[config.mk]
export PLATFORM = sky130hd
export DESIGN_NAME = pvc_regs
export DESIGN_NICKNAME = d
export VERILOG_FILES = /design/src/core/pvc_pkg.sv /design/src/core/pvc_evt_if.sv /design/src/core/pvc_regs.sv /design/src/core/pvc_edge_det.sv
export SDC_FILE = /design/constraint.sdc
export NUM_CORES = 1
export LEC_CHECK = 0
export BUFFER_PORTS_ARGS = -buffer_cell sky130_fd_sc_hd__buf_2
export CELL_PAD_IN_SITES_DETAIL_PLACEMENT = 1
export CELL_PAD_IN_SITES_GLOBAL_PLACEMENT = 1
export CORE_MARGIN = 2
export CORE_UTILIZATION = 40
export DETAILED_ROUTE_END_ITERATION = 10
export HOLD_SLACK_MARGIN = 0.1
export PLACE_DENSITY_LB_ADDON = 0.1
export SLEW_MARGIN = 20
export SYNTH_ARGS = -nofsm -noshare
export SYNTH_HDL_FRONTEND = slang
export SYNTH_SLANG_ARGS = --single-unit
[constraint.sdc]
create_clock -name core_clk -period 2.9 [get_ports core_clk]
set_input_delay 0.87 -clock core_clk [delete_from_list [all_inputs] [get_ports core_clk]]
set_output_delay 0.87 -clock core_clk [all_outputs]
set_load 0.005 [all_outputs]
[src/core/pvc_pkg.sv]
// Offsets, field positions and reset values of the vendor control registers
package pvc_pkg;
  localparam int ADDR_W = 8;
  localparam int DATA_W = 8;
  localparam logic [7:0] OFS_PWR = 8'h3d;
  localparam logic [7:0] OFS_PWR_SET = 8'h3e;
  localparam logic [7:0] OFS_PWR_CLR = 8'h3f;
  localparam logic [7:0] OFS_EYE = 8'h80;
  localparam logic [7:0] OFS_EYE_SET = 8'h81;
  localparam logic [7:0] OFS_EYE_CLR = 8'h82;
  localparam logic [7:0] PWR_RST = 8'h00;
  localparam logic [7:0] EYE_RST = 8'h41;
  localparam logic [7:0] RD_UNMAPPED = 8'h00;
  // Power-control field positions
  localparam int PWR_SUPPLY_BIT = 6;
  localparam int PWR_FLOAT_BIT = 5;
  localparam int PWR_IDRES_BIT = 4;
  localparam int PWR_SV_FALL_BIT = 3;
  localparam int PWR_SV_RISE_BIT = 2;
  localparam int PWR_STRESS_BIT = 0;
  // Eye-tuning field positions
  localparam int EYE_POL_BIT = 6;
  localparam int EYE_ZHS_LSB = 4;
  localparam int EYE_ZHS_W = 2;
  localparam int EYE_IHS_LSB = 0;
  localparam int EYE_IHS_W = 4;
  localparam int EYE_BOOST_BIT = 0;
  // Event vector layout
  localparam int EV_SV = 0;
  localparam int EV_SUP = 1;
  localparam int EV_FLT = 2;
  localparam int EV_RES_LSB = 3;
  localparam int EV_RES_W = 3;
  localparam int EV_STR = 6;
  localparam int NUM_EV = 7;
endpackage

[src/core/pvc_evt_if.sv]
// Edge events passed from the synchroniser to the register bank
`timescale 1ns/10ps
interface pvc_evt_if #(parameter int W = 7);
  logic [W-1:0] rise;
  logic [W-1:0] fall;
  modport src (output rise, output fall);
  modport dst (input rise, input fall);
endinterface

[src/core/pvc_regs.sv]
// Power-control and eye-tuning registers with set and clear aliases
//
// Notes on behaviour
// - Offset 0x3E sets power-control bits written as 1; reads return power-control.
// - Offsets 0x3F and 0x82 clear bits written as 1; reads return base register.
// - Offset 0x81 sets eye-tuning bits written as 1; reads return eye-tuning value.
// - Eye bit 6 is line polarity, reset 1; bit 7 spare, reset 0.
// - Eye bits 5:4 select high-speed output impedance, reset 0.
// - Eye bits 3:0 select high-speed drive strength, reset 1.
// - Drive strength bit 0 also enables the transmit boost.
// - Enabled session-valid edges send a receive command with alternate interrupt set.
// - Enabled supply, ID-float, ID-resistor, stress edges each send a receive command.
`timescale 1ns/10ps
module pvc_regs
  import pvc_pkg::*;
(
  // Clock and reset
  input wire logic core_clk,
  input wire logic sys_rst,
  // Register access from the link
  input wire logic reg_wr_en,
  input wire logic reg_rd_en,
  input wire logic [ADDR_W-1:0] reg_addr,
  input wire logic [DATA_W-1:0] reg_wdata,
  output logic [DATA_W-1:0] reg_rdata,
  output logic reg_rd_valid,
  // Internal event sources, unsynchronised
  input wire logic session_valid,
  input wire logic supply_ok,
  input wire logic id_floating,
  input wire logic [EV_RES_W-1:0] id_resistor,
  input wire logic line_stress,
  // Receive command request
  output logic rx_cmd_req,
  output logic rx_cmd_alt_int,
  // Analog controls
  output logic line_polarity_ctrl,
  output logic [EYE_ZHS_W-1:0] hs_output_impedance_sel,
  output logic [EYE_IHS_W-1:0] hs_drive_strength_sel,
  output logic transmit_boost_enable,
  output logic supply_monitor_event_enable,
  output logic id_floating_event_enable,
  output logic id_resistor_event_enable,
  output logic line_stress_event_enable
);
  logic [DATA_W-1:0] pwr_ff;
  logic [DATA_W-1:0] nxt_pwr;
  logic [DATA_W-1:0] eye_ff;
  logic [DATA_W-1:0] nxt_eye;
  logic [DATA_W-1:0] rdata_ff;
  logic rd_valid_ff;
  logic rx_req_ff;
  logic rx_alt_ff;
  logic [NUM_EV-1:0] raw_ev;
  logic [NUM_EV-1:0] any_edge;
  logic sv_hit;
  logic dbg_hit;

  pvc_evt_if #(.W(NUM_EV)) evt ();

  assign raw_ev = {line_stress, id_resistor, id_floating, supply_ok, session_valid};

  pvc_edge_det #(.W(NUM_EV)) u_edge (
    .core_clk(core_clk),
    .sys_rst(sys_rst),
    .raw(raw_ev),
    .evt(evt.src)
  );

  // Aliases have no storage; they only shape the next value
  always_comb begin
    nxt_pwr = pwr_ff;
    nxt_eye = eye_ff;
    if (reg_wr_en) begin
      case (reg_addr)
        OFS_PWR: nxt_pwr = reg_wdata;
        OFS_PWR_SET: nxt_pwr = pwr_ff | reg_wdata;
        OFS_PWR_CLR: nxt_pwr = pwr_ff & ~reg_wdata;
        OFS_EYE: nxt_eye = reg_wdata;
        OFS_EYE_SET: nxt_eye = eye_ff | reg_wdata;
        OFS_EYE_CLR: nxt_eye = eye_ff & ~reg_wdata;
        default: begin
          nxt_pwr = pwr_ff;
          nxt_eye = eye_ff;
        end
      endcase
    end
  end

  // Spare bits are stored as written; the link keeps power bits 7 and 1 at 0 but sets eye bit 7
  always_ff @(posedge core_clk) begin
    if (sys_rst) begin
      pwr_ff <= PWR_RST;
    end else begin
      pwr_ff <= nxt_pwr;
    end
  end

  always_ff @(posedge core_clk) begin
    if (sys_rst) begin
      eye_ff <= EYE_RST;
    end else begin
      eye_ff <= nxt_eye;
    end
  end

  // Read of the next value so a same-cycle write is already visible
  always_ff @(posedge core_clk) begin
    if (sys_rst) begin
      rdata_ff <= RD_UNMAPPED;
      rd_valid_ff <= 1'b0;
    end else begin
      rd_valid_ff <= reg_rd_en;
      if (reg_rd_en) begin
        case (reg_addr)
          OFS_PWR, OFS_PWR_SET, OFS_PWR_CLR: rdata_ff <= nxt_pwr;
          OFS_EYE, OFS_EYE_SET, OFS_EYE_CLR: rdata_ff <= nxt_eye;
          default: rdata_ff <= RD_UNMAPPED;
        endcase
      end
    end
  end

  assign any_edge = evt.rise | evt.fall;
  assign sv_hit = (evt.rise[EV_SV] & pwr_ff[PWR_SV_RISE_BIT])
                | (evt.fall[EV_SV] & pwr_ff[PWR_SV_FALL_BIT]);
  assign dbg_hit = (any_edge[EV_SUP] & pwr_ff[PWR_SUPPLY_BIT])
                 | (any_edge[EV_FLT] & pwr_ff[PWR_FLOAT_BIT])
                 | ((|any_edge[EV_RES_LSB +: EV_RES_W]) & pwr_ff[PWR_IDRES_BIT])
                 | (any_edge[EV_STR] & pwr_ff[PWR_STRESS_BIT]);

  // Edges in one cycle merge into a single request
  always_ff @(posedge core_clk) begin
    if (sys_rst) begin
      rx_req_ff <= 1'b0;
      rx_alt_ff <= 1'b0;
    end else begin
      rx_req_ff <= sv_hit | dbg_hit;
      rx_alt_ff <= sv_hit;
    end
  end

  assign reg_rdata = rdata_ff;
  assign reg_rd_valid = rd_valid_ff;
  assign rx_cmd_req = rx_req_ff;
  assign rx_cmd_alt_int = rx_alt_ff;
  assign line_polarity_ctrl = eye_ff[EYE_POL_BIT];
  assign hs_output_impedance_sel = eye_ff[EYE_ZHS_LSB +: EYE_ZHS_W];
  assign hs_drive_strength_sel = eye_ff[EYE_IHS_LSB +: EYE_IHS_W];
  assign transmit_boost_enable = eye_ff[EYE_BOOST_BIT];
  assign supply_monitor_event_enable = pwr_ff[PWR_SUPPLY_BIT];
  assign id_floating_event_enable = pwr_ff[PWR_FLOAT_BIT];
  assign id_resistor_event_enable = pwr_ff[PWR_IDRES_BIT];
  assign line_stress_event_enable = pwr_ff[PWR_STRESS_BIT];

  property p_pwr_set;
    @(posedge core_clk) disable iff (sys_rst)
    reg_wr_en && reg_addr == OFS_PWR_SET |=> pwr_ff == ($past(pwr_ff) | $past(reg_wdata));
  endproperty
  a_pwr_set: assert property (p_pwr_set) else $error("power set alias wrong");

  property p_pwr_clr;
    @(posedge core_clk) disable iff (sys_rst)
    reg_wr_en && reg_addr == OFS_PWR_CLR |=> pwr_ff == ($past(pwr_ff) & ~$past(reg_wdata));
  endproperty
  a_pwr_clr: assert property (p_pwr_clr) else $error("power clear alias wrong");

  property p_eye_clr;
    @(posedge core_clk) disable iff (sys_rst)
    reg_wr_en && reg_addr == OFS_EYE_CLR |=> eye_ff == ($past(eye_ff) & ~$past(reg_wdata));
  endproperty
  a_eye_clr: assert property (p_eye_clr) else $error("eye clear alias wrong");

  property p_eye_set;
    @(posedge core_clk) disable iff (sys_rst)
    reg_wr_en && reg_addr == OFS_EYE_SET |=> eye_ff == ($past(eye_ff) | $past(reg_wdata));
  endproperty
  a_eye_set: assert property (p_eye_set) else $error("eye set alias wrong");

  property p_eye_reset;
    @(posedge core_clk) $fell(sys_rst) |-> line_polarity_ctrl && eye_ff[DATA_W-1] == 1'b0;
  endproperty
  a_eye_reset: assert property (p_eye_reset) else $error("polarity reset wrong");

  property p_fields_reset;
    @(posedge core_clk) $fell(sys_rst) |-> hs_output_impedance_sel == '0 && hs_drive_strength_sel == 4'h1;
  endproperty
  a_fields_reset: assert property (p_fields_reset) else $error("eye field reset wrong");

  property p_boost;
    @(posedge core_clk) disable iff (sys_rst)
    reg_wr_en && reg_addr == OFS_EYE |=> transmit_boost_enable == $past(reg_wdata[EYE_BOOST_BIT]);
  endproperty
  a_boost: assert property (p_boost) else $error("boost not tied to drive bit");

  property p_sv_cmd;
    @(posedge core_clk) disable iff (sys_rst)
    sv_hit |=> rx_cmd_req && rx_cmd_alt_int;
  endproperty
  a_sv_cmd: assert property (p_sv_cmd) else $error("session edge gave no alt command");

  property p_dbg_cmd;
    @(posedge core_clk) disable iff (sys_rst)
    dbg_hit && !sv_hit |=> rx_cmd_req && !rx_cmd_alt_int;
  endproperty
  a_dbg_cmd: assert property (p_dbg_cmd) else $error("debug edge gave wrong command");

  property p_rd_cons;
    @(posedge core_clk) disable iff (sys_rst)
    reg_rd_en && (reg_addr == OFS_PWR_SET || reg_addr == OFS_PWR_CLR) |=> reg_rd_valid && reg_rdata == pwr_ff;
  endproperty
  a_rd_cons: assert property (p_rd_cons) else $error("alias read not updated value");

  property p_eye_rd_cons;
    @(posedge core_clk) disable iff (sys_rst)
    reg_rd_en && (reg_addr == OFS_EYE_SET || reg_addr == OFS_EYE_CLR) |=> reg_rd_valid && reg_rdata == eye_ff;
  endproperty
  a_eye_rd_cons: assert property (p_eye_rd_cons) else $error("eye alias read not updated value");

  property p_eye_rd;
    @(posedge core_clk) disable iff (sys_rst)
    reg_rd_en && reg_addr == OFS_EYE |=> reg_rd_valid && reg_rdata == eye_ff;
  endproperty
  a_eye_rd: assert property (p_eye_rd) else $error("eye read wrong");

  property p_no_cmd;
    @(posedge core_clk) disable iff (sys_rst)
    !(sv_hit || dbg_hit) |=> !rx_cmd_req;
  endproperty
  a_no_cmd: assert property (p_no_cmd) else $error("command without enabled edge");
endmodule

[src/core/pvc_edge_det.sv]
// Two-stage synchroniser and edge detector for analog event sources
`timescale 1ns/10ps
module pvc_edge_det #(
  parameter int W = 7
) (
  // Clock and reset
  input wire logic core_clk,
  input wire logic sys_rst,
  // Asynchronous sources
  input wire logic [W-1:0] raw,
  // Edge events
  pvc_evt_if.src evt
);
  logic [W-1:0] sync1_ff;
  logic [W-1:0] sync2_ff;
  logic [W-1:0] prev_ff;
  logic [2:0] primed_ff;

  always_ff @(posedge core_clk) begin
    if (sys_rst) begin
      sync1_ff <= '0;
      sync2_ff <= '0;
    end else begin
      sync1_ff <= raw;
      sync2_ff <= sync1_ff;
    end
  end

  // No edges until the history holds a real sample
  always_ff @(posedge core_clk) begin
    if (sys_rst) begin
      prev_ff <= '0;
      primed_ff <= '0;
    end else begin
      prev_ff <= sync2_ff;
      // One stage per flop a sample crosses; a high pin at reset gives no false edge
      primed_ff <= {primed_ff[1:0], 1'b1};
    end
  end

  assign evt.rise = primed_ff[2] ? (sync2_ff & ~prev_ff) : '0;
  assign evt.fall = primed_ff[2] ? (~sync2_ff & prev_ff) : '0;
endmodule

==> results.toml <==
[status]
status = "completed"

[timing]
relSlewSlack_pct = 69.9
period_minus_slack_ns = 2.01
setup_tns_ns = 0
drv_slew = 0
fmax_ghz = 0.498
hold_violations = 0
setup_viol = 0
grt_setup_unrepaired = "false"
worst_pin_slew_ns = 0.452
final.period_utilization_pct = 69.2
holdWs_ns = 0.436
fin_worst_skew_ns = 0.0105

[floorplan]
dieArea_mm2 = 0.00695
die_height_um = 83.4
num_rows = 28
ios = 50
dieWidth_um = 83.4
start_util_pct = 42.1
core_area_mm2 = 0.00599

[cells_and_area]
drive_gt1_share_pct = 24.5
n_antenna_cell = 0
fillers = 748
area_growth_pct = 14.1
fin_nets = 348
fin_util_pct = 48.0

[route]
ant_nets = 0
drt_pass1_iterations = 4
drc_errors = 0
route.vias.total = 2236
drt-initial-drc-count = 58
wire_per_inst_um = 17.6
drt-vias-per-instance = 5.63
routed_wl_mm = 6.98

[clock_network]
cts-root-buf = "clkbuf_8"
ctsResizeCount = 0
tritoncts = "built"
cts_made_buffers = 5
cts.sinks = 51
clk_latency_ns = 0.31
cts_hold_buf = 0
clk_pin_slew_ns = 0.10
clockBufferDepth = 2
htreeDepth = 2
cts_setup_buffers = 0

[worst_setup_path]
endpoint_kind = "flop"
cp_max_fo = 9
worstPathArrival_ns = 2.21
crit_type = "primary input to flop"
required_ns = 3.11
worstSetupStartpointType = "primary input"

[power]
pwr-share-comb_pct = 10.6
p_clk_share_pct = 34.2
switching_share_pct = 26.4
powerDensity_mw_per_mm2 = 457
p_leak_uw = 0.00120
pwr-share-seq_pct = 55.2
intPower_uw = 968
p_switching_uw = 347
vdd_drop_max_uv = 232

[synth]
syn_nets = 311
async_flop_share_pct = 0
synth_flop_cell = "dfxtp_1"
syn_inst = 284
ys_ff_latch = 51
avgSynthCellArea_um2 = 8.88
yosysUniqueCellTypes = 48
netlist_area_mm2 = 0.00252
synth_edf_count = 0
yosys_warnings = 0
yosysSeqAreaShare_pct = 40.5

[grt]
grt_max_degree = 30
grt_pass1_wl_mm = 11.3
overflow = 0
antenna_found_initial = 0
grt_usage_pct = 20.3
grt_pass1_vias = 2144

[placed_design]
place_congestion = 0.807
portBuffers = 49
dpl.hpwl_mm = 5.02

[worst_hold_path]
hold_class = "flop to flop"

[run]
drv_cap = 0
==> final cells by class <==
cell class | instances | area (um2) | share of cell area [%]
timing repair buffer | 55 | 290 | 10.1
sequential | 51 | 1020 | 35.5
tap | 75 | 93.8 | 3.26
clock buffer | 6 | 82.6 | 2.87
multi-input combinational | 198 | 1340 | 46.4
inverter | 10 | 37.5 | 1.30
clock inverter | 2 | 16.3 | 0.565
==> flip-flops by register name, indices dropped and copies added (netlist names) <==
| register | flops |
|---|---|
| eye_ff | 8 |
| u_edge.prev_ff | 7 |
| reg_rd_valid | 1 |
| u_edge.sync2_ff | 7 |
| pwr_ff | 8 |
| rx_cmd_alt_int | 1 |
| rx_cmd_req | 1 |
| u_edge.sync1_ff | 7 |
| reg_rdata | 8 |
| u_edge.primed_ff | 3 |
==> layout by cell type, fill, tap and decap left out, types with 3 or more instances in the layout <==
cell and instances:
a21boi_0 3, nand2_1 24, dfxtp_1 51, nor2b_1 37, and2_1 5, a21oi_1 11
o32a_1 3, nor2_1 8, nor3_1 4, o31ai_2 4, clkbuf_8 6, o21bai_1 4
nand2b_1 7, o21ai_0 17, a22oi_1 4, buf_4 6, xor2_1 6, inv_1 10
a21o_1 5, a41oi_1 6, nand3_1 4, buf_2 49, o221ai_1 4, a31oi_1 9
o22ai_1 4
==> cells by family after synthesis <==
group / count (synthesis) / share of synthesized area [%]
buffers and inverters: 35 / 6.55
XOR/XNOR: 6 / 2.08
AO/OA/AOI/OAI: 88 / 25.9
flip-flops: 51 / 40.5
AND/OR/NAND/NOR: 104 / 25.0
==> stage by stage <==
stage / worst slack (ns) / total power (uW) / std cells / instance area, um2
after floorplan: 0.877 / 825 / 284 / 2520
after global placement: 0.597 / 878 / 389 / 2780
after detailed placement: 0.569 / 882 / 389 / 2780
after CTS: 0.907 / 1330 / 397 / 2880
after global routing: 0.789 / 1380 / 397 / 2880
final: 0.894 / 1310 / 397 / 2880
==> critical path, stage by stage <==
cell and delay (ns):
buf_2 0.13, or3b_1 0.58, o31ai_2 0.27, o221ai_1 0.16, a21o_1 0.19
==> cell usage after synthesis, types with 6 or more instances <==
cell       n  area share, %
inv_1     10            1.5
buf_4      7            2.1
a41oi_1    6            2.1
a31oi_1    9            2.2
nor2_1     8            1.2
o21ai_0   17            3.4
buf_2      6            1.2
nand2_1   24            3.6
nor2b_1   37            9.2
a21oi_1   11            2.2
xor2_1     6            2.1
clkbuf_1  12            1.8
nand2b_1   7            1.7
dfxtp_1   51             40
==> power groups by stage <==
stage	combinational (uW)	clock, uW	sequential, uW
6_report	140	450	725
2_1_floorplan	84.5	0	741
5_1_grt	154	493	728
4_1_cts	141	462	726
3_5_place_dp	140	0	742
3_3_place_gp	137	0	741
==> routing by layer <==
metal | routed length, um | up-vias | global-route usage [%]
met3 | 276 | 8 | 3.58
met1 | 3180 | 1087 | 26.0
li1 | - | 1088 | -
met5 | 0 | - | 0
met4 | 79 | 0 | 6.86
met2 | 3440 | 53 | 34.5
==> worst paths after layout <==
kind,start,end,slack (ns),cells past startpoint
max,reg_addr[7],reg_rdata[0],0.89,5
min,u_edge.primed_ff[1],u_edge.primed_ff[2],0.44,1
max reg2reg,eye_ff[7],reg_rdata[7],1.59,4
min reg2reg,u_edge.primed_ff[1],u_edge.primed_ff[2],0.44,1
(Power assumes the default switching activity.)
